### config.mk
export PLATFORM = sky130hd
export DESIGN_NAME = rfe_tx_frame_encoder
export DESIGN_NICKNAME = d
export VERILOG_FILES = /design/src/hdl/rfe_tx_frame_encoder.v
export VERILOG_INCLUDE_DIRS = /design/src /design/src/hdl
export SDC_FILE = /design/constraint.sdc
export NUM_CORES = 1
export LEC_CHECK = 0
export BUFFER_PORTS_ARGS = -buffer_cell sky130_fd_sc_hd__buf_4
export CAP_MARGIN = 20
export CORE_ASPECT_RATIO = 1.1
export CORE_MARGIN = 4
export CORE_UTILIZATION = 50
export CTS_BUF_LIST = sky130_fd_sc_hd__clkbuf_8
export CTS_CLUSTER_SIZE = 24
export DETAILED_ROUTE_END_ITERATION = 12
export GPL_TIMING_DRIVEN = 0
export PLACE_DENSITY = 0.72
export SETUP_SLACK_MARGIN = 0.05
export SKIP_LAST_GASP = 1
export SLEW_MARGIN = 20
export SYNTH_ARGS = -nofsm -noshare
export SYNTH_HDL_FRONTEND = slang
export SYNTH_SLANG_ARGS = --single-unit
### constraint.sdc
create_clock -name i_core_clk -period 3 [get_ports i_core_clk]
set_input_delay 0.3 -clock i_core_clk [delete_from_list [all_inputs] [get_ports i_core_clk]]
set_output_delay 0.3 -clock i_core_clk [all_outputs]
set_load 0.005 [all_outputs]
### src/hdl/rfe_map.vh
// constants for the transmit frame encoder: register offsets, field
// positions, crc presets, polynomials and reset values.
// assumes the includer uses these macros for every field it decodes.
//
// Behaviour
// - parity-type bit picks even or odd parity
// - parity bit appended after every payload byte
// - data enabled with zero bytes flags error
// - payload-enable bit gates sending of data bytes
// - stop selector picks none or symbol 1-3
// - start selector picks none or symbol 0-2
// - last-byte field trims trailing bits, 0 full
// - first-byte field trims leading bits, 0 full
// - sixteen-bit custom crc preset is stored
// - skip option leaves first byte out of crc
// - preset selector loads fixed or custom crc start
// - five-bit crc starts from preset low byte
// - crc type bit selects 16 or 5 bits
// - invert bit sends complemented checksum
// - crc enable appends checksum to frame
// - baud field codes 100 to 111 rates
// - mode detector writes baud field on detect
// - flip option inverts parity of final byte
`ifndef RFE_MAP_VH
`define RFE_MAP_VH

// -----------------------------------------------------------------
// register offsets
// -----------------------------------------------------------------
`define RFE_AW              8
`define RFE_OFF_FRAME       8'h18
`define RFE_OFF_CRC         8'h19
`define RFE_OFF_BAUD        8'h1a

// -----------------------------------------------------------------
// tx_frame_setup fields
// -----------------------------------------------------------------
`define RFE_FR_FLIP         13
`define RFE_FR_PTYPE        12
`define RFE_FR_PEN          11
`define RFE_FR_DEN          10
`define RFE_FR_STOP         9:8
`define RFE_FR_START        7:6
`define RFE_FR_LAST         5:3
`define RFE_FR_FIRST        2:0
`define RFE_FR_MASK         32'h0000_3fff

// -----------------------------------------------------------------
// tx_crc_setup fields
// -----------------------------------------------------------------
`define RFE_CR_CUSTOM       31:16
`define RFE_CR_SKIP         6
`define RFE_CR_PSEL         5:3
`define RFE_CR_TYPE         2
`define RFE_CR_INV          1
`define RFE_CR_EN           0
`define RFE_CR_MASK         32'hffff_007f

// -----------------------------------------------------------------
// rx_baud_select fields and codes
// -----------------------------------------------------------------
`define RFE_BD_RATE         2:0
`define RFE_BD_MASK         32'h0000_0007
`define RFE_BAUD_106        3'h4
`define RFE_BAUD_212        3'h5
`define RFE_BAUD_424        3'h6
`define RFE_BAUD_848        3'h7
`define RFE_PROTO_A         2'h0
`define RFE_PROTO_B         2'h1
`define RFE_PROTO_212       2'h2
`define RFE_PROTO_424       2'h3

// -----------------------------------------------------------------
// crc presets and polynomials (lsb-first, reflected form)
// -----------------------------------------------------------------
`define RFE_PRE_0           16'h0000
`define RFE_PRE_1           16'h6363
`define RFE_PRE_2           16'ha671
`define RFE_PRE_3           16'hffff
`define RFE_PRE_4           16'h0012
`define RFE_PRE_5           16'he012
`define RFE_PSEL_CUSTOM     3'h7
`define RFE_POLY16          16'h8408
`define RFE_POLY5           16'h0012
`define RFE_CRC16_LEN       5'h10
`define RFE_CRC5_LEN        5'h05

// -----------------------------------------------------------------
// misc
// -----------------------------------------------------------------
`define RFE_RST32           32'h0000_0000
`define RFE_BITS_FULL       4'h8
`define RFE_BYTE_BITS       4'h8

`endif

### src/hdl/rfe_tx_frame_encoder.v
// transmit frame encoder with its configuration registers and the
// receive baud-rate field that the mode detector may fill in.
// assumes a same-clock register port, a byte source with valid/ready
// and a line modulator that takes one element per accepted cycle.
`include "rfe_map.vh"
`default_nettype none

module rfe_tx_frame_encoder #(
    parameter NB_W = 9                        // width of byte count
) (
    input  wire              i_core_clk,      // core clock, 40 mhz
    input  wire              i_arst_n,        // async reset, low
    input  wire [`RFE_AW-1:0] i_reg_addr,     // register offset
    input  wire              i_reg_wr,        // write strobe
    input  wire [31:0]       i_reg_wdata,     // write data
    input  wire              i_reg_rd,        // read strobe
    output reg  [31:0]       o_reg_rdata,     // read data, next cycle
    input  wire              i_tx_start,      // start a frame
    input  wire [NB_W-1:0]   i_num_bytes,     // bytes to send
    input  wire [7:0]        i_byte_data,     // payload byte
    input  wire              i_byte_valid,    // payload byte present
    output reg               o_byte_ready,    // payload byte taken
    output reg               o_elem_valid,    // element on line port
    output reg               o_elem_is_sym,   // element is a symbol
    output reg  [1:0]        o_elem_sym,      // symbol number
    output reg               o_elem_bit,      // bit value
    input  wire              i_line_ready,    // modulator takes it
    output reg               o_busy,          // frame in progress
    output reg               o_frame_done,    // pulse at frame end
    output reg               o_no_data_err,   // pulse, missing payload
    input  wire              i_auto_detect_en,// mode detector enabled
    input  wire              i_md_detect,     // protocol recognised
    input  wire [1:0]        i_md_proto,      // recognised protocol
    output reg  [2:0]        o_rx_symbol_rate_sel // receive baud code
);

// -----------------------------------------------------------------
// states, one-hot
// -----------------------------------------------------------------
localparam [6:0] ST_IDLE = 7'h01;  // waiting for start
localparam [6:0] ST_SOS  = 7'h02;  // start symbol
localparam [6:0] ST_LOAD = 7'h04;  // fetch next byte
localparam [6:0] ST_BIT  = 7'h08;  // data bits
localparam [6:0] ST_PAR  = 7'h10;  // parity bit
localparam [6:0] ST_CRC  = 7'h20;  // checksum bits
localparam [6:0] ST_EOS  = 7'h40;  // stop symbol

// -----------------------------------------------------------------
// functions
// -----------------------------------------------------------------
// crc start value from the preset selector
function [15:0] crc_preset;
    input [2:0]  sel;
    input [15:0] custom;
    begin
        case (sel)
            3'h0:             crc_preset = `RFE_PRE_0;
            3'h1:             crc_preset = `RFE_PRE_1;
            3'h2:             crc_preset = `RFE_PRE_2;
            3'h3:             crc_preset = `RFE_PRE_3;
            3'h4:             crc_preset = `RFE_PRE_4;
            3'h5:             crc_preset = `RFE_PRE_5;
            `RFE_PSEL_CUSTOM: crc_preset = custom;
            default:          crc_preset = `RFE_PRE_0; // reserved
        endcase
    end
endfunction

// one lsb-first crc step, 16 or 5 bits wide
function [15:0] crc_step;
    input [15:0] c;
    input        b;
    input        five;
    reg          fb;
    begin
        fb = c[0] ^ b;
        if (five) begin
            crc_step = {12'h000, c[4:1]} ^ (fb ? `RFE_POLY5 : 16'h0000);
        end else begin
            crc_step = {1'b0, c[15:1]} ^ (fb ? `RFE_POLY16 : 16'h0000);
        end
    end
endfunction

// -----------------------------------------------------------------
// registers
// -----------------------------------------------------------------
reg  [13:0]     frame_q;      // tx_frame_setup
reg  [31:0]     crcset_q;     // tx_crc_setup, implemented bits only
reg  [6:0]      st_q;         // state
reg  [NB_W-1:0] left_q;       // bytes still to fetch after current
reg             first_q;      // current byte is the first
reg  [7:0]      byte_q;       // current payload byte
reg  [3:0]      idx_q;        // next bit index
reg  [3:0]      hi_q;         // bit index after the last sent
reg             par_q;        // running xor of sent bits
reg  [15:0]     crc_q;        // checksum register
reg  [4:0]      ccnt_q;       // checksum bits left
reg             crc_loaded_q; // checksum copied for sending

wire       flip_en  = frame_q[`RFE_FR_FLIP];
wire       ptype    = frame_q[`RFE_FR_PTYPE];
wire       par_en   = frame_q[`RFE_FR_PEN];
wire       data_en  = frame_q[`RFE_FR_DEN];
wire [1:0] stop_sel = frame_q[`RFE_FR_STOP];
wire [1:0] strt_sel = frame_q[`RFE_FR_START];
wire [2:0] last_b   = frame_q[`RFE_FR_LAST];
wire [2:0] first_b  = frame_q[`RFE_FR_FIRST];
wire       crc_en   = crcset_q[`RFE_CR_EN];
wire       crc_five = crcset_q[`RFE_CR_TYPE];
wire       is_last  = (left_q == {NB_W{1'b0}});
wire       can_emit = ~o_elem_valid | i_line_ready;
wire       crc_on   = ~(crcset_q[`RFE_CR_SKIP] & first_q);

// -----------------------------------------------------------------
// register port: writes, hardware update of baud field, reads
// -----------------------------------------------------------------
// host writes; mode detector result overrides a same-cycle write
always @(posedge i_core_clk or negedge i_arst_n) begin
    if (!i_arst_n) begin
        frame_q              <= 14'h0000;
        crcset_q             <= `RFE_RST32;
        o_rx_symbol_rate_sel <= 3'h0;
    end else begin
        if (i_reg_wr && i_reg_addr == `RFE_OFF_FRAME) begin
            frame_q <= i_reg_wdata[13:0];
        end
        if (i_reg_wr && i_reg_addr == `RFE_OFF_CRC) begin
            crcset_q <= i_reg_wdata & `RFE_CR_MASK;
        end
        if (i_auto_detect_en && i_md_detect) begin
            case (i_md_proto)
                `RFE_PROTO_A:   o_rx_symbol_rate_sel <= `RFE_BAUD_106;
                `RFE_PROTO_B:   o_rx_symbol_rate_sel <= `RFE_BAUD_106;
                `RFE_PROTO_212: o_rx_symbol_rate_sel <= `RFE_BAUD_212;
                default:        o_rx_symbol_rate_sel <= `RFE_BAUD_424;
            endcase
        end else if (i_reg_wr && i_reg_addr == `RFE_OFF_BAUD) begin
            o_rx_symbol_rate_sel <= i_reg_wdata[`RFE_BD_RATE];
        end
    end
end

// registered read, unmapped offsets read zero
always @(posedge i_core_clk or negedge i_arst_n) begin
    if (!i_arst_n) begin
        o_reg_rdata <= `RFE_RST32;
    end else if (i_reg_rd) begin
        case (i_reg_addr)
            `RFE_OFF_FRAME: o_reg_rdata <= {18'h00000, frame_q};
            `RFE_OFF_CRC:   o_reg_rdata <= crcset_q;
            `RFE_OFF_BAUD:  o_reg_rdata <= {29'h0, o_rx_symbol_rate_sel};
            default:        o_reg_rdata <= `RFE_RST32;
        endcase
    end
end

// -----------------------------------------------------------------
// frame sequencer
// -----------------------------------------------------------------
// walks start symbol, bytes with parity, checksum, stop symbol
always @(posedge i_core_clk or negedge i_arst_n) begin
    if (!i_arst_n) begin
        st_q          <= ST_IDLE;
        left_q        <= {NB_W{1'b0}};
        first_q       <= 1'b0;
        byte_q        <= 8'h00;
        idx_q         <= 4'h0;
        hi_q          <= 4'h0;
        par_q         <= 1'b0;
        crc_q         <= 16'h0000;
        ccnt_q        <= 5'h00;
        crc_loaded_q  <= 1'b0;
        o_byte_ready  <= 1'b0;
        o_elem_valid  <= 1'b0;
        o_elem_is_sym <= 1'b0;
        o_elem_sym    <= 2'h0;
        o_elem_bit    <= 1'b0;
        o_busy        <= 1'b0;
        o_frame_done  <= 1'b0;
        o_no_data_err <= 1'b0;
    end else begin
        o_frame_done  <= 1'b0;
        o_no_data_err <= 1'b0;
        // drop the element once the modulator took it
        if (o_elem_valid && i_line_ready) begin
            o_elem_valid <= 1'b0;
        end
        case (st_q)
            ST_IDLE: begin
                if (i_tx_start) begin
                    if (data_en && i_num_bytes == {NB_W{1'b0}}) begin
                        o_no_data_err <= 1'b1;
                    end else begin
                        o_busy       <= 1'b1;
                        left_q       <= i_num_bytes - 1'b1;
                        first_q      <= 1'b1;
                        crc_loaded_q <= 1'b0;
                        // five-bit mode keeps the low byte
                        crc_q <= crc_preset(crcset_q[`RFE_CR_PSEL],
                            crcset_q[`RFE_CR_CUSTOM])
                            & (crc_five ? 16'h00ff : 16'hffff);
                        if (strt_sel != 2'h0) begin
                            st_q <= ST_SOS;
                        end else if (data_en) begin
                            st_q         <= ST_LOAD;
                            o_byte_ready <= 1'b1;
                        end else if (stop_sel != 2'h0) begin
                            st_q <= ST_EOS;
                        end else begin
                            st_q         <= ST_IDLE;
                            o_busy       <= 1'b0;
                            o_frame_done <= 1'b1;
                        end
                    end
                end
            end
            ST_SOS: begin
                if (can_emit) begin
                    o_elem_valid  <= 1'b1;
                    o_elem_is_sym <= 1'b1;
                    o_elem_sym    <= strt_sel - 2'h1;
                    if (data_en) begin
                        st_q         <= ST_LOAD;
                        o_byte_ready <= 1'b1;
                    end else begin
                        st_q <= ST_EOS;
                    end
                end
            end
            ST_LOAD: begin
                if (o_byte_ready && i_byte_valid) begin
                    o_byte_ready <= 1'b0;
                    byte_q       <= i_byte_data;
                    par_q        <= 1'b0;
                    // leading bits of the first byte are dropped
                    if (first_q && first_b != 3'h0) begin
                        idx_q <= `RFE_BITS_FULL - {1'b0, first_b};
                    end else begin
                        idx_q <= 4'h0;
                    end
                    // trailing bits of the last byte are dropped
                    if (is_last && last_b != 3'h0) begin
                        hi_q <= {1'b0, last_b};
                    end else begin
                        hi_q <= `RFE_BITS_FULL;
                    end
                    st_q <= ST_BIT;
                end
            end
            ST_BIT: begin
                if (can_emit) begin
                    o_elem_valid  <= 1'b1;
                    o_elem_is_sym <= 1'b0;
                    o_elem_bit    <= byte_q[idx_q[2:0]];
                    par_q         <= par_q ^ byte_q[idx_q[2:0]];
                    if (crc_on) begin
                        crc_q <= crc_step(crc_q, byte_q[idx_q[2:0]],
                                          crc_five);
                    end
                    idx_q <= idx_q + 4'h1;
                    if (idx_q + 4'h1 >= hi_q) begin
                        if (par_en) begin
                            st_q <= ST_PAR;
                        end else if (!is_last) begin
                            st_q         <= ST_LOAD;
                            o_byte_ready <= 1'b1;
                            left_q       <= left_q - 1'b1;
                            first_q      <= 1'b0;
                        end else if (crc_en) begin
                            st_q <= ST_CRC;
                        end else begin
                            st_q <= ST_EOS;
                        end
                    end
                end
            end
            ST_PAR: begin
                if (can_emit) begin
                    o_elem_valid  <= 1'b1;
                    o_elem_is_sym <= 1'b0;
                    // odd flips even parity, final may flip too
                    o_elem_bit    <= par_q ^ ptype ^ (is_last & flip_en);
                    if (!is_last) begin
                        st_q         <= ST_LOAD;
                        o_byte_ready <= 1'b1;
                        left_q       <= left_q - 1'b1;
                        first_q      <= 1'b0;
                    end else if (crc_en) begin
                        st_q <= ST_CRC;
                    end else begin
                        st_q <= ST_EOS;
                    end
                end
            end
            ST_CRC: begin
                if (!crc_loaded_q) begin
                    // width and polarity of the checksum
                    crc_loaded_q <= 1'b1;
                    ccnt_q <= crc_five ? `RFE_CRC5_LEN : `RFE_CRC16_LEN;
                    if (crcset_q[`RFE_CR_INV]) begin
                        crc_q <= ~crc_q;
                    end
                end else if (can_emit) begin
                    o_elem_valid  <= 1'b1;
                    o_elem_is_sym <= 1'b0;
                    o_elem_bit    <= crc_q[0];
                    crc_q         <= {1'b0, crc_q[15:1]};
                    ccnt_q        <= ccnt_q - 5'h01;
                    if (ccnt_q == 5'h01) begin
                        st_q <= ST_EOS;
                    end
                end
            end
            ST_EOS: begin
                if (can_emit) begin
                    if (stop_sel != 2'h0) begin
                        o_elem_valid  <= 1'b1;
                        o_elem_is_sym <= 1'b1;
                        o_elem_sym    <= stop_sel;
                    end
                    st_q         <= ST_IDLE;
                    o_busy       <= 1'b0;
                    o_frame_done <= 1'b1;
                end
            end
            default: begin
                st_q <= ST_IDLE;
            end
        endcase
    end
end

endmodule // rfe_tx_frame_encoder

`default_nettype wire
Word-level counts from Yosys, hierarchy flattened
Index checks and enable logic that the tools add are counted.
Word-level totals
  RAM bits: 0
  memories: 0
  bits in read-only memories: 0
  input bits: 68
  register bits after elaboration: 137
  bits in latches: 0
  logic and storage cells: 240
  output and inout bits: 44
Operators by class
  divide/modulo/power cells: 0
  $lt $le $gt $ge: 2
  bitwise logic cells: 12
  multipliers: 0
  shifts and indexed selects: 0
  equal/unequal tests: 37
  muxes and demuxes: 120
  reductions and logical operators: 41
  $add $sub $neg: 6
Operators by type and width (number)
  16-bit 2-to-1 mux: 13
  7-bit 2-to-1 mux: 18
  16-bit one-hot mux with 6 select lines: 1
  32-bit one-hot mux with 3 select lines: 1
  9-bit 2-to-1 mux: 7
  1-bit 2-to-1 mux: 51
  7-bit one-hot mux with 7 select lines: 1
  16-bit one-hot mux with 3 select lines: 1
  2-bit inequality test, second input constant: 15
  9-bit one-hot mux with 3 select lines: 1
  8-bit by 5-bit equality test with 1-bit output, second input constant: 3
  5-bit 2-to-1 mux: 4
  9-bit zero test: 2
  9-bit by 1-bit subtractor with 9-bit output, second input constant: 2
  16-bit AND: 1
  4-bit 2-to-1 mux: 4
  16-bit inverter: 1
  15-bit by 16-bit bitwise XOR with 16-bit output: 1
  3-bit nonzero test: 5
  7-bit AND reduction: 2
  2-bit nonzero test: 7
  11-bit AND reduction: 1
  10-bit AND reduction: 1
  5-bit AND reduction: 2
  44 further kinds: 73

Depth between registers and ports, before layout
Gate-level depths: netlist of the first run.
  depth after elaboration: 9
  mapped depth: 11

Worst setup path after synthesis of the first run
No wires, ideal clock.
  path type: register -> register
  start: register st_q[1]
  end: register left_q[8]
  data arrival time: 2.476 ns
  setup time: 0.077 ns
  data required time: 2.923 ns
  stages on the path, launching flop included: 12
  path slack: 0.447 ns
  path through: dfrtp_1 > clkbuf_1 > nor2_1 > nand3_1 > clkbuf_1 > mux2i_1 > ha_1 > clkbuf_1 > a31oi_1 > a31oi_1 > a31oi_1 > a21oi_1
Between the ends
  word-level cells in the longest chain between the ends: 3
  elaborated cells on any way between the ends: 12
  classes of those cells: eq/ne (9); mux (1); reduce/logical (2)
RTL lines
  from (decl): line rfe_tx_frame_encoder.v:90  | reg [6:0] st_q;
  from (signal assigned): line rfe_tx_frame_encoder.v:164  | st_q <= ST_IDLE;
  from (signal assigned): line rfe_tx_frame_encoder.v:204  | st_q <= ST_SOS;
  from (signal assigned): line rfe_tx_frame_encoder.v:206  | st_q <= ST_LOAD;
  7-bit by 4-bit equality test with 1-bit output (tied with other cells): line rfe_tx_frame_encoder.v:189  | case (st_q)
  2-bit inequality test (no source line) or 3-bit nonzero test (tied branches)
  7-bit AND reduction (no source line)
  to (signal assigned): line rfe_tx_frame_encoder.v:165  | left_q <= {NB_W{1'b0}};
  to (signal assigned): line rfe_tx_frame_encoder.v:196  | left_q <= i_num_bytes - 1'b1;
  to (signal assigned): line rfe_tx_frame_encoder.v:268  | left_q <= left_q - 1'b1;
  to (decl): line rfe_tx_frame_encoder.v:91  | reg [NB_W-1:0] left_q;
Parallel ways exist; a longest one is shown, timed or not.
A chain may end at the register's enable or synchronous reset.

Worst setup path after layout of the first run
  start: register st_q[1]
  end: register st_q[3]
Between the ends
  word-level cells in the longest chain between the ends: 3
  elaborated cells on any way between the ends: 20
  classes of those cells: eq/ne (18); mux (1); reduce/logical (1)
RTL lines (line)
  7-bit by 6-bit equality test with 1-bit output (tied with other cells): rfe_tx_frame_encoder.v:189
  2-bit inequality test (no source line)
  11-bit AND reduction (no source line)
Parallel ways exist; a longest one is shown, timed or not.

==> summary.md, run 1 <==
| Metric | Value |
|---|---|
| Status | complete, no violations |
| Worst-Skew Late Latency | 0.46 ns |
| Core Area | 13900 um2 |
| Cell taking the most area after synthesis | dfrtp_1 |
| DRC Markers | 0 |
| Starting Density | 51.6% |
| Critical Path Sink | st_q[3]$_DFFE_PN0P_ |
| Via Count | 6329 |
| Maximum VDD drop | 373 uV |
| Reg-to-reg startpoint | st_q[1]$_DFFE_PN0P_ |
| N_diodes | 0 |
| Final Hold Fails | 0 |
| Critical Path Fanout Max | 10 |
| Total negative setup slack | 0 ns |
| Via/cell ratio | 6.00 |
| Synthesized area | 7170 um2 |
| Setup slack, reg-to-reg | 0.17 ns |
| R2R Path End | st_q[3]$_DFFE_PN0P_ |
| Top cells by count, synth | dfrtp_1, nor2_1, a21oi_1 |
| Die X | 122 um |
| Skew final | 0.00679 ns |
| Final setup violating endpoints | 0 |
| Area occupied by multi-input gates | 3540 um2 |
| DP HPWL | 14900 um |
| Std-Cell Rows | 45 |
| Final wirelength | 20300 um |
| Clock buffer count from CTS | 17 |
| Proportion of layout cells with a drive suffix above 1 | 24.7% |
| Max-cap violation count | 0 |
| Final net count | 932 |
| Post-synthesis cell type count | 71 |
| Synth area leaders | dfrtp_1, mux2_2, a21oi_1 |
| Top-count cell post-synth | dfrtp_1 |
| Area growth syn-to-layout | 21.8% |
| Leak pwr | 4.06 nW |
| Clock root buffer | clkbuf_8 |
| Max Slew Vio Count | 0 |
| Crit path from | st_q[1]$_DFFE_PN0P_ |
| Global-route wire length before repair | 33300 um |
| Final ANT Viol Nets | 0 |
| CP required | 3.34 ns |
| Vias in the first global route | 6296 |
| Fill cells | 1158 |
| Ports | 112 |
| Clock Sink Count | 135 |
| Pin count of the biggest net entering global routing | 91 |
| Sequential area share after synthesis | 47.1% |
| RSZ-0062 raised after global routing | yes |
| DR WL/cell | 19.3 um |
| Arr. time, crit path | 3.18 ns |
| H-tree level count | 4 |
| Post-synth top flop | dfrtp_1 |
| Sequential cell area | 3380 um2 |
| FF-to-FF path depth | 7 |
| Top cell type's share of synthesized area | 46.7% |
| Rel. slew slack | 46.6% |
| Async SR Flop Fraction | 100% |
| Minimum clock period | 2.83 ns |
| TritonCTS clock tree | done |
| RD Place Congestion | 0.909 |
| Worst-path clk slew | 0.08 ns |
| F_max | 353 MHz |
| Hold WS | 0.0572 ns |
| Synthesized instance count | 724 |
| DR pass1 iterations | 7 |
| Worst-Margin Slew | 0.791 ns |
| CTS Buffer Depth | 2 |
| All-Layer GR Usage | 25.8% |
| DIE AREA | 16300 um2 |
| PD cells | 653 nW/um2 |
| Synthesized flop and latch total | 135 |
| Worst hold path class | input pin to register |
| Nature of the critical path startpoint | register |
| Yosys warns | 0 |
| CP Class | register to register |
| Total gr overflow | 0 |
| Initial antenna violation count | 0 |
| EDFF count, synth | 0 |
| Crit share post-route | 94.4% |
| Syn_area_per_cell | 9.91 um2 |
| Buffers on Ports | 107 |
| Die Y | 134 um |
| 1st-iter DRT viols | 635 |
| CP endpoint kind | register |
worst max-delay path, stage by stage (launching register included):
cell       delay, ns
dfrtp_1         0.46
clkbuf_2        0.25
nor4b_1         0.33
a21oi_1         0.07
a2111oi_1       0.76
a211oi_1        0.29
nand3_2         0.22
mux2_1          0.34
layout by cell type, fill, tap and decap left out, types with 9 or more instances in the layout:
master / count
a21oi_1: 57
a22o_1: 26
a31oi_1: 9
and3_1: 9
buf_4: 110
clkbuf_1: 27
clkbuf_8: 19
dfrtp_1: 134
ha_1: 11
inv_1: 19
mux2_2: 39
mux2i_1: 16
nand2_1: 46
nand3_1: 15
nor2_1: 58
nor2b_1: 9
nor3_1: 27
o21ai_0: 48
o22ai_1: 12
registers in the layout, summed over array words and instances, names as in the netlist, 5 cells and up:
name and cells:
frame_q 14, st_q 7, o_reg_rdata 30, crc_q 16, left_q 9, crcset_q 23
byte_q 8, ccnt_q 5
power breakdown:
part           leakage, nW  switching (mW)  internal (mW)
Combinational         2.13           0.930          0.737
Sequential            1.72           0.275           2.10
Clock                0.209           0.783          0.876
Total                 4.06            1.99           3.71
through the flow:
step	total power, mW	utilization (%)	cell area [um2]	std cells	setup WS, ns
2_1_floorplan	3.45	-	7180	725	0.447
3_3_place_gp	3.96	59.1	8220	1020	-0.229
3_5_place_dp	4.02	59.3	8250	1021	-0.337
4_1_cts	5.68	62.5	8700	1054	0.0508
5_1_grt	6.00	62.8	8730	1054	0.0354
6_report	5.70	62.8	8730	1054	0.167
area by class of cell:
class                      instances  share of cell area [%]
buffer                            48                    2.65
multi-input combinational        523                    40.5
sequential                       135                    38.7
clock buffer                      19                    2.99
clock inverter                    13                    1.95
inverter                          19                   0.817
tap                              188                    2.69
timing repair buffer             109                    9.71
kinds of logic after synthesis:
kind of cell               share of synthesized area (%)
muxes                                               8.72
adders and majority gates                           1.92
AOI/OAI and AO/OA                                   20.6
other                                             0.0523
xor gates and xnor gates                            2.15
DFF                                                 47.1
and+or+nand+nor                                     15.3
buffers and inverters                               4.17
repair_timing:
item | CTS | global route
hold buffers | 1 | 0
setup buffers | 0 | 0
endpoints found under the setup margin | 18 | 20
resized for setup | 4 | 7
endpoints found under the hold margin | 45 | 0
per-layer routing:
metal | GRT usage, % | wire length (um) | up-vias | part of all wire (%)
met4 | 8.40 | 401 | 0 | 2.0
met1 | 34.8 | 8910 | 3125 | 44
met3 | 5.82 | 1230 | 36 | 6.1
li1 | - | - | 2933 | -
met2 | 41.3 | 9770 | 235 | 48
met5 | 0 | 0 | - | 0
worst min path at each step:
| stage | from | endpoint | cells past startpoint |
|---|---|---|---|
| after floorplan | i_arst_n | byte_q[0]$_DFFE_PN0P_ | 0 |
| after global placement | frame_q[13]$_DFFE_PN0P_ | o_reg_rdata[13]$_DFFE_PN0P_ | 1 |
| after detailed placement | i_arst_n | left_q[5]$_DFFE_PN0P_ | 1 |
| after CTS | i_reg_wdata[6] | frame_q[6]$_DFFE_PN0P_ | 3 |
| after global routing | i_reg_wdata[26] | crcset_q[26]$_DFFE_PN0P_ | 2 |
| final | i_reg_wdata[7] | frame_q[7]$_DFFE_PN0P_ | 3 |
(Power assumes the default switching activity.)
==> inputs of run 2 (changes only) <==
--- a/config.mk
+++ b/config.mk
@@ -11,7 +11,7 @@
 export CORE_ASPECT_RATIO = 1.1
 export CORE_MARGIN = 4
 export CORE_UTILIZATION = 50
-export CTS_BUF_LIST = sky130_fd_sc_hd__clkbuf_8
+export CTS_BUF_LIST = sky130_fd_sc_hd__clkbuf_2
 export CTS_CLUSTER_SIZE = 24
 export DETAILED_ROUTE_END_ITERATION = 12
 export GPL_TIMING_DRIVEN = 0
==> run 2 against run 1 <==
Via count rose by 4.6%. Sequential share of layout area fell by 2.0 points. Clock-buffer cell count fell by 2. Combinational power rose by 5%. Critical path type unchanged. Global-route usage rose by 1.0 points. Worst hold slack got worse by 0.0063 ns.
==> summary.md, run 2 (synthesized netlist as in run 1, its figures left out) <==
| Metric | Value |
|---|---|
| Ports | 112 (unchanged) |
| Nature of the critical path startpoint | register |
| Setup Buffers After CTS | 0 (unchanged) |
| RD Place Congestion | 0.909 (unchanged) |
| Max reg flops | 30 (unchanged) |
| Final core utilization | 66.3% (+3.5 points) |
| Minimum clock period | 2.89 ns (+0.0600 ns) |
| Hold EP | st_q[6]$_DFFE_PN0P_ |
| Hold Crit Start | i_line_ready |
| Cells along the critical path | clkbuf_2 > nor4b_1 > a21oi_1 > a2111oi_1 > a211oi_1 > nand3_2 > mux2_1 |
| Worst hold path class | input pin to register |
| Die Y | 134 um (unchanged) |
| F_max | 346 MHz (-2.1%) |
| Vias in the first global route | 6584 (+4.6%) |
| Die X | 122 um (unchanged) |
| DR WL/cell | 19.1 um (-1.1%) |
| Top Registers | o_reg_rdata x30, crcset_q x23, crc_q x16 |
| CP Class | register to register |
| Critical Path Fanout Max | 10 (unchanged) |
| Max-cap violation count | 0 (unchanged) |
| All-Layer GR Usage | 26.8% (+1.0 points) |
| DRC Markers | 0 (unchanged) |
| DR pass1 iterations | 6 (-1) |
| TritonCTS clock tree | done |
| Pin count of the biggest net entering global routing | 91 (unchanged) |
| Placed cell count | 1021 (unchanged) |
| DIE AREA | 16300 um2 (unchanged) |
| Global-route wire length before repair | 34700 um (+4.2%) |
| R2R Path End | st_q[3]$_DFFE_PN0P_ |
| H-tree level count | 4 (unchanged) |
| Commonest non-fill, non-tap cell in the layout | dfrtp_1 |
| Proportion of layout cells with a drive suffix above 1 | 23.0% (-1.7 points) |
| Via Count | 6621 (+4.6%) |
| Reg-to-reg startpoint | st_q[1]$_DFFE_PN0P_ |
| Final ANT Viol Nets | 0 (unchanged) |
| Total negative setup slack | 0 ns (unchanged) |
| Clock buffer count from CTS | 17 (unchanged) |
| Clock Sink Count | 135 (unchanged) |
| CP endpoint kind | register |
| CP peak stage delay | 0.79 ns (+0.03 ns) |
| Worst-path clk slew | 0.21 ns (+0.13 ns) |
| Slowest-stage cell, CP | a2111oi_1 |
| Rel. slew slack | 44.6% (-2.0 points) |
| Maximum VDD drop | 295 uV (-21%) |
| Clock root buffer | clkbuf_2 |
| Leak pwr | 4.27 nW (+5.4%) |
| Pre-CTS WS | -0.337 ns (unchanged) |
| Final wirelength | 21300 um (+5.0%) |
| Total gr overflow | 0 (unchanged) |
| Arr. time, crit path | 3.55 ns (+0.37 ns) |
| Setup slack, reg-to-reg | 0.11 ns (-0.06 ns) |
| Std-Cell Rows | 45 (unchanged) |
| Buffers on Ports | 107 (unchanged) |
| CP required | 3.66 ns (+0.32 ns) |
| Initial antenna violation count | 1 (+1) |
| PD cells | 577 nW/um2 (-12%) |
| Hold Crit Depth | 3 (unchanged) |
| Status | complete, no violations |
| Most frequent cells in the layout | dfrtp_1, buf_4, dlygate4sd3_1, nor2_1, a21oi_1 |
| Max Slew Vio Count | 0 (unchanged) |
| Final net count | 996 (+6.9%) |
| Crit share post-route | 96.4% (+2.0 points) |
| Worst-Skew Late Latency | 0.75 ns (+0.29 ns) |
| Area growth syn-to-layout | 28.5% |
| Layout Cells excl Fill | 1119 (+6.2%) |
| Post-route setup slack | 0.107 ns (-0.0600 ns) |
| Via/cell ratio | 5.92 (-1.5%) |
| RSZ-0062 raised after global routing | yes |
| Most flops, register | o_reg_rdata |
| Final setup violating endpoints | 0 (unchanged) |
| 1st-iter DRT viols | 636 (+0.16%) |
| Worst-Margin Slew | 0.830 ns (+0.0385 ns) |
| Fill cells | 1103 (-4.7%) |
| CTS Buffer Depth | 2 (unchanged) |
| Final Hold Fails | 0 (unchanged) |
| FF-to-FF path depth | 7 (unchanged) |
| Starting Density | 51.6% (unchanged) |
| DP HPWL | 14900 um (unchanged) |
| Skew final | 0.0243 ns (+0.0175 ns) |
| Core Area | 13900 um2 (unchanged) |
==> run 2: cell count changes in the layout (fill, tap and decap cells not counted), sizes merged <==
cell / change
dlygate4sd3: +63
clkbuf: -2
clkinv: +2
buf: +1
diode: +1
==> run 2: report_power, final <==
part | leakage (nW) | switching (mW) | total, mW | internal [mW]
Sequential | 1.72 | 0.275 | 2.38 | 2.10
Combinational | 2.41 | 0.952 | 1.75 | 0.794
Clock | 0.146 | 0.731 | 1.20 | 0.469
==> run 2: stage by stage <==
step / instance area, um2 / power [mW] / hold WS (ns)
after global placement: 8220 / 3.96 / 0.477
after global routing: 9220 / 5.62 / 0.0816
after CTS: 9180 / 5.30 / 0.00714
final: 9220 / 5.32 / 0.0508
after floorplan: 7180 / 3.45 / 0.00441
after detailed placement: 8250 / 4.02 / 0.229
==> run 2: area by class of cell <==
cell class                      instances  area (um2)  share of cell area, %
Timing Repair Buffer                  173        1500                   16.3
Clock inverter                         15         178                   1.93
Inverter                               19        71.3                  0.774
Tap cell                              188         235                   2.55
Buffer                                 48         233                   2.52
Sequential cell                       135        3380                   36.7
Antenna cell                            1        2.50                 0.0271
Multi-Input combinational cell        523        3540                   38.4
Clock buffer                           17        85.1                  0.923
==> run 2: worst max-delay path by stage <==
stage / startpoint / to / slack, ns / cells past startpoint
2_1_floorplan: st_q[1]$_DFFE_PN0P_ / left_q[8]$_DFFE_PN0P_ / 0.45 / 11
3_3_place_gp: st_q[1]$_DFFE_PN0P_ / left_q[8]$_DFFE_PN0P_ / -0.23 / 11
3_5_place_dp: st_q[1]$_DFFE_PN0P_ / left_q[8]$_DFFE_PN0P_ / -0.34 / 11
4_1_cts: st_q[1]$_DFFE_PN0P_ / left_q[8]$_DFFE_PN0P_ / 0.03 / 11
5_1_grt: st_q[2]$_DFFE_PN0P_ / left_q[8]$_DFFE_PN0P_ / -0.02 / 11
6_report: st_q[1]$_DFFE_PN0P_ / st_q[3]$_DFFE_PN0P_ / 0.11 / 7
==> run 2: layer usage <==
| layer | global-route usage [%] | up-vias | routed length (um) |
|---|---|---|---|
| met5 | 0 | - | 0 |
| met4 | 8.84 | 0 | 414 |
| met3 | 5.01 | 36 | 1200 |
| met2 | 44.1 | 261 | 10500 |
| met1 | 35.8 | 3258 | 9200 |
| li1 | - | 3066 | - |
==> run 2: worst max-delay path: cells and delay by family (launching register included) <==
kind | cells | cell delay (ns)
and+or+nand+nor | 2 | 0.57
muxes | 1 | 0.34
DFF | 1 | 0.51
buffers and inverters | 1 | 0.24
AOI/OAI and AO/OA | 3 | 1.15
==> run 2: what timing repair did <==
| item | CTS | global route |
|---|---|---|
| resized for setup | 4 | 9 |
| gates cloned | 0 | 0 |
| hold buffers | 65 | 0 |
| hold endpoints to repair | 199 | 0 |
| endpoints found under the setup margin | 19 | 20 |
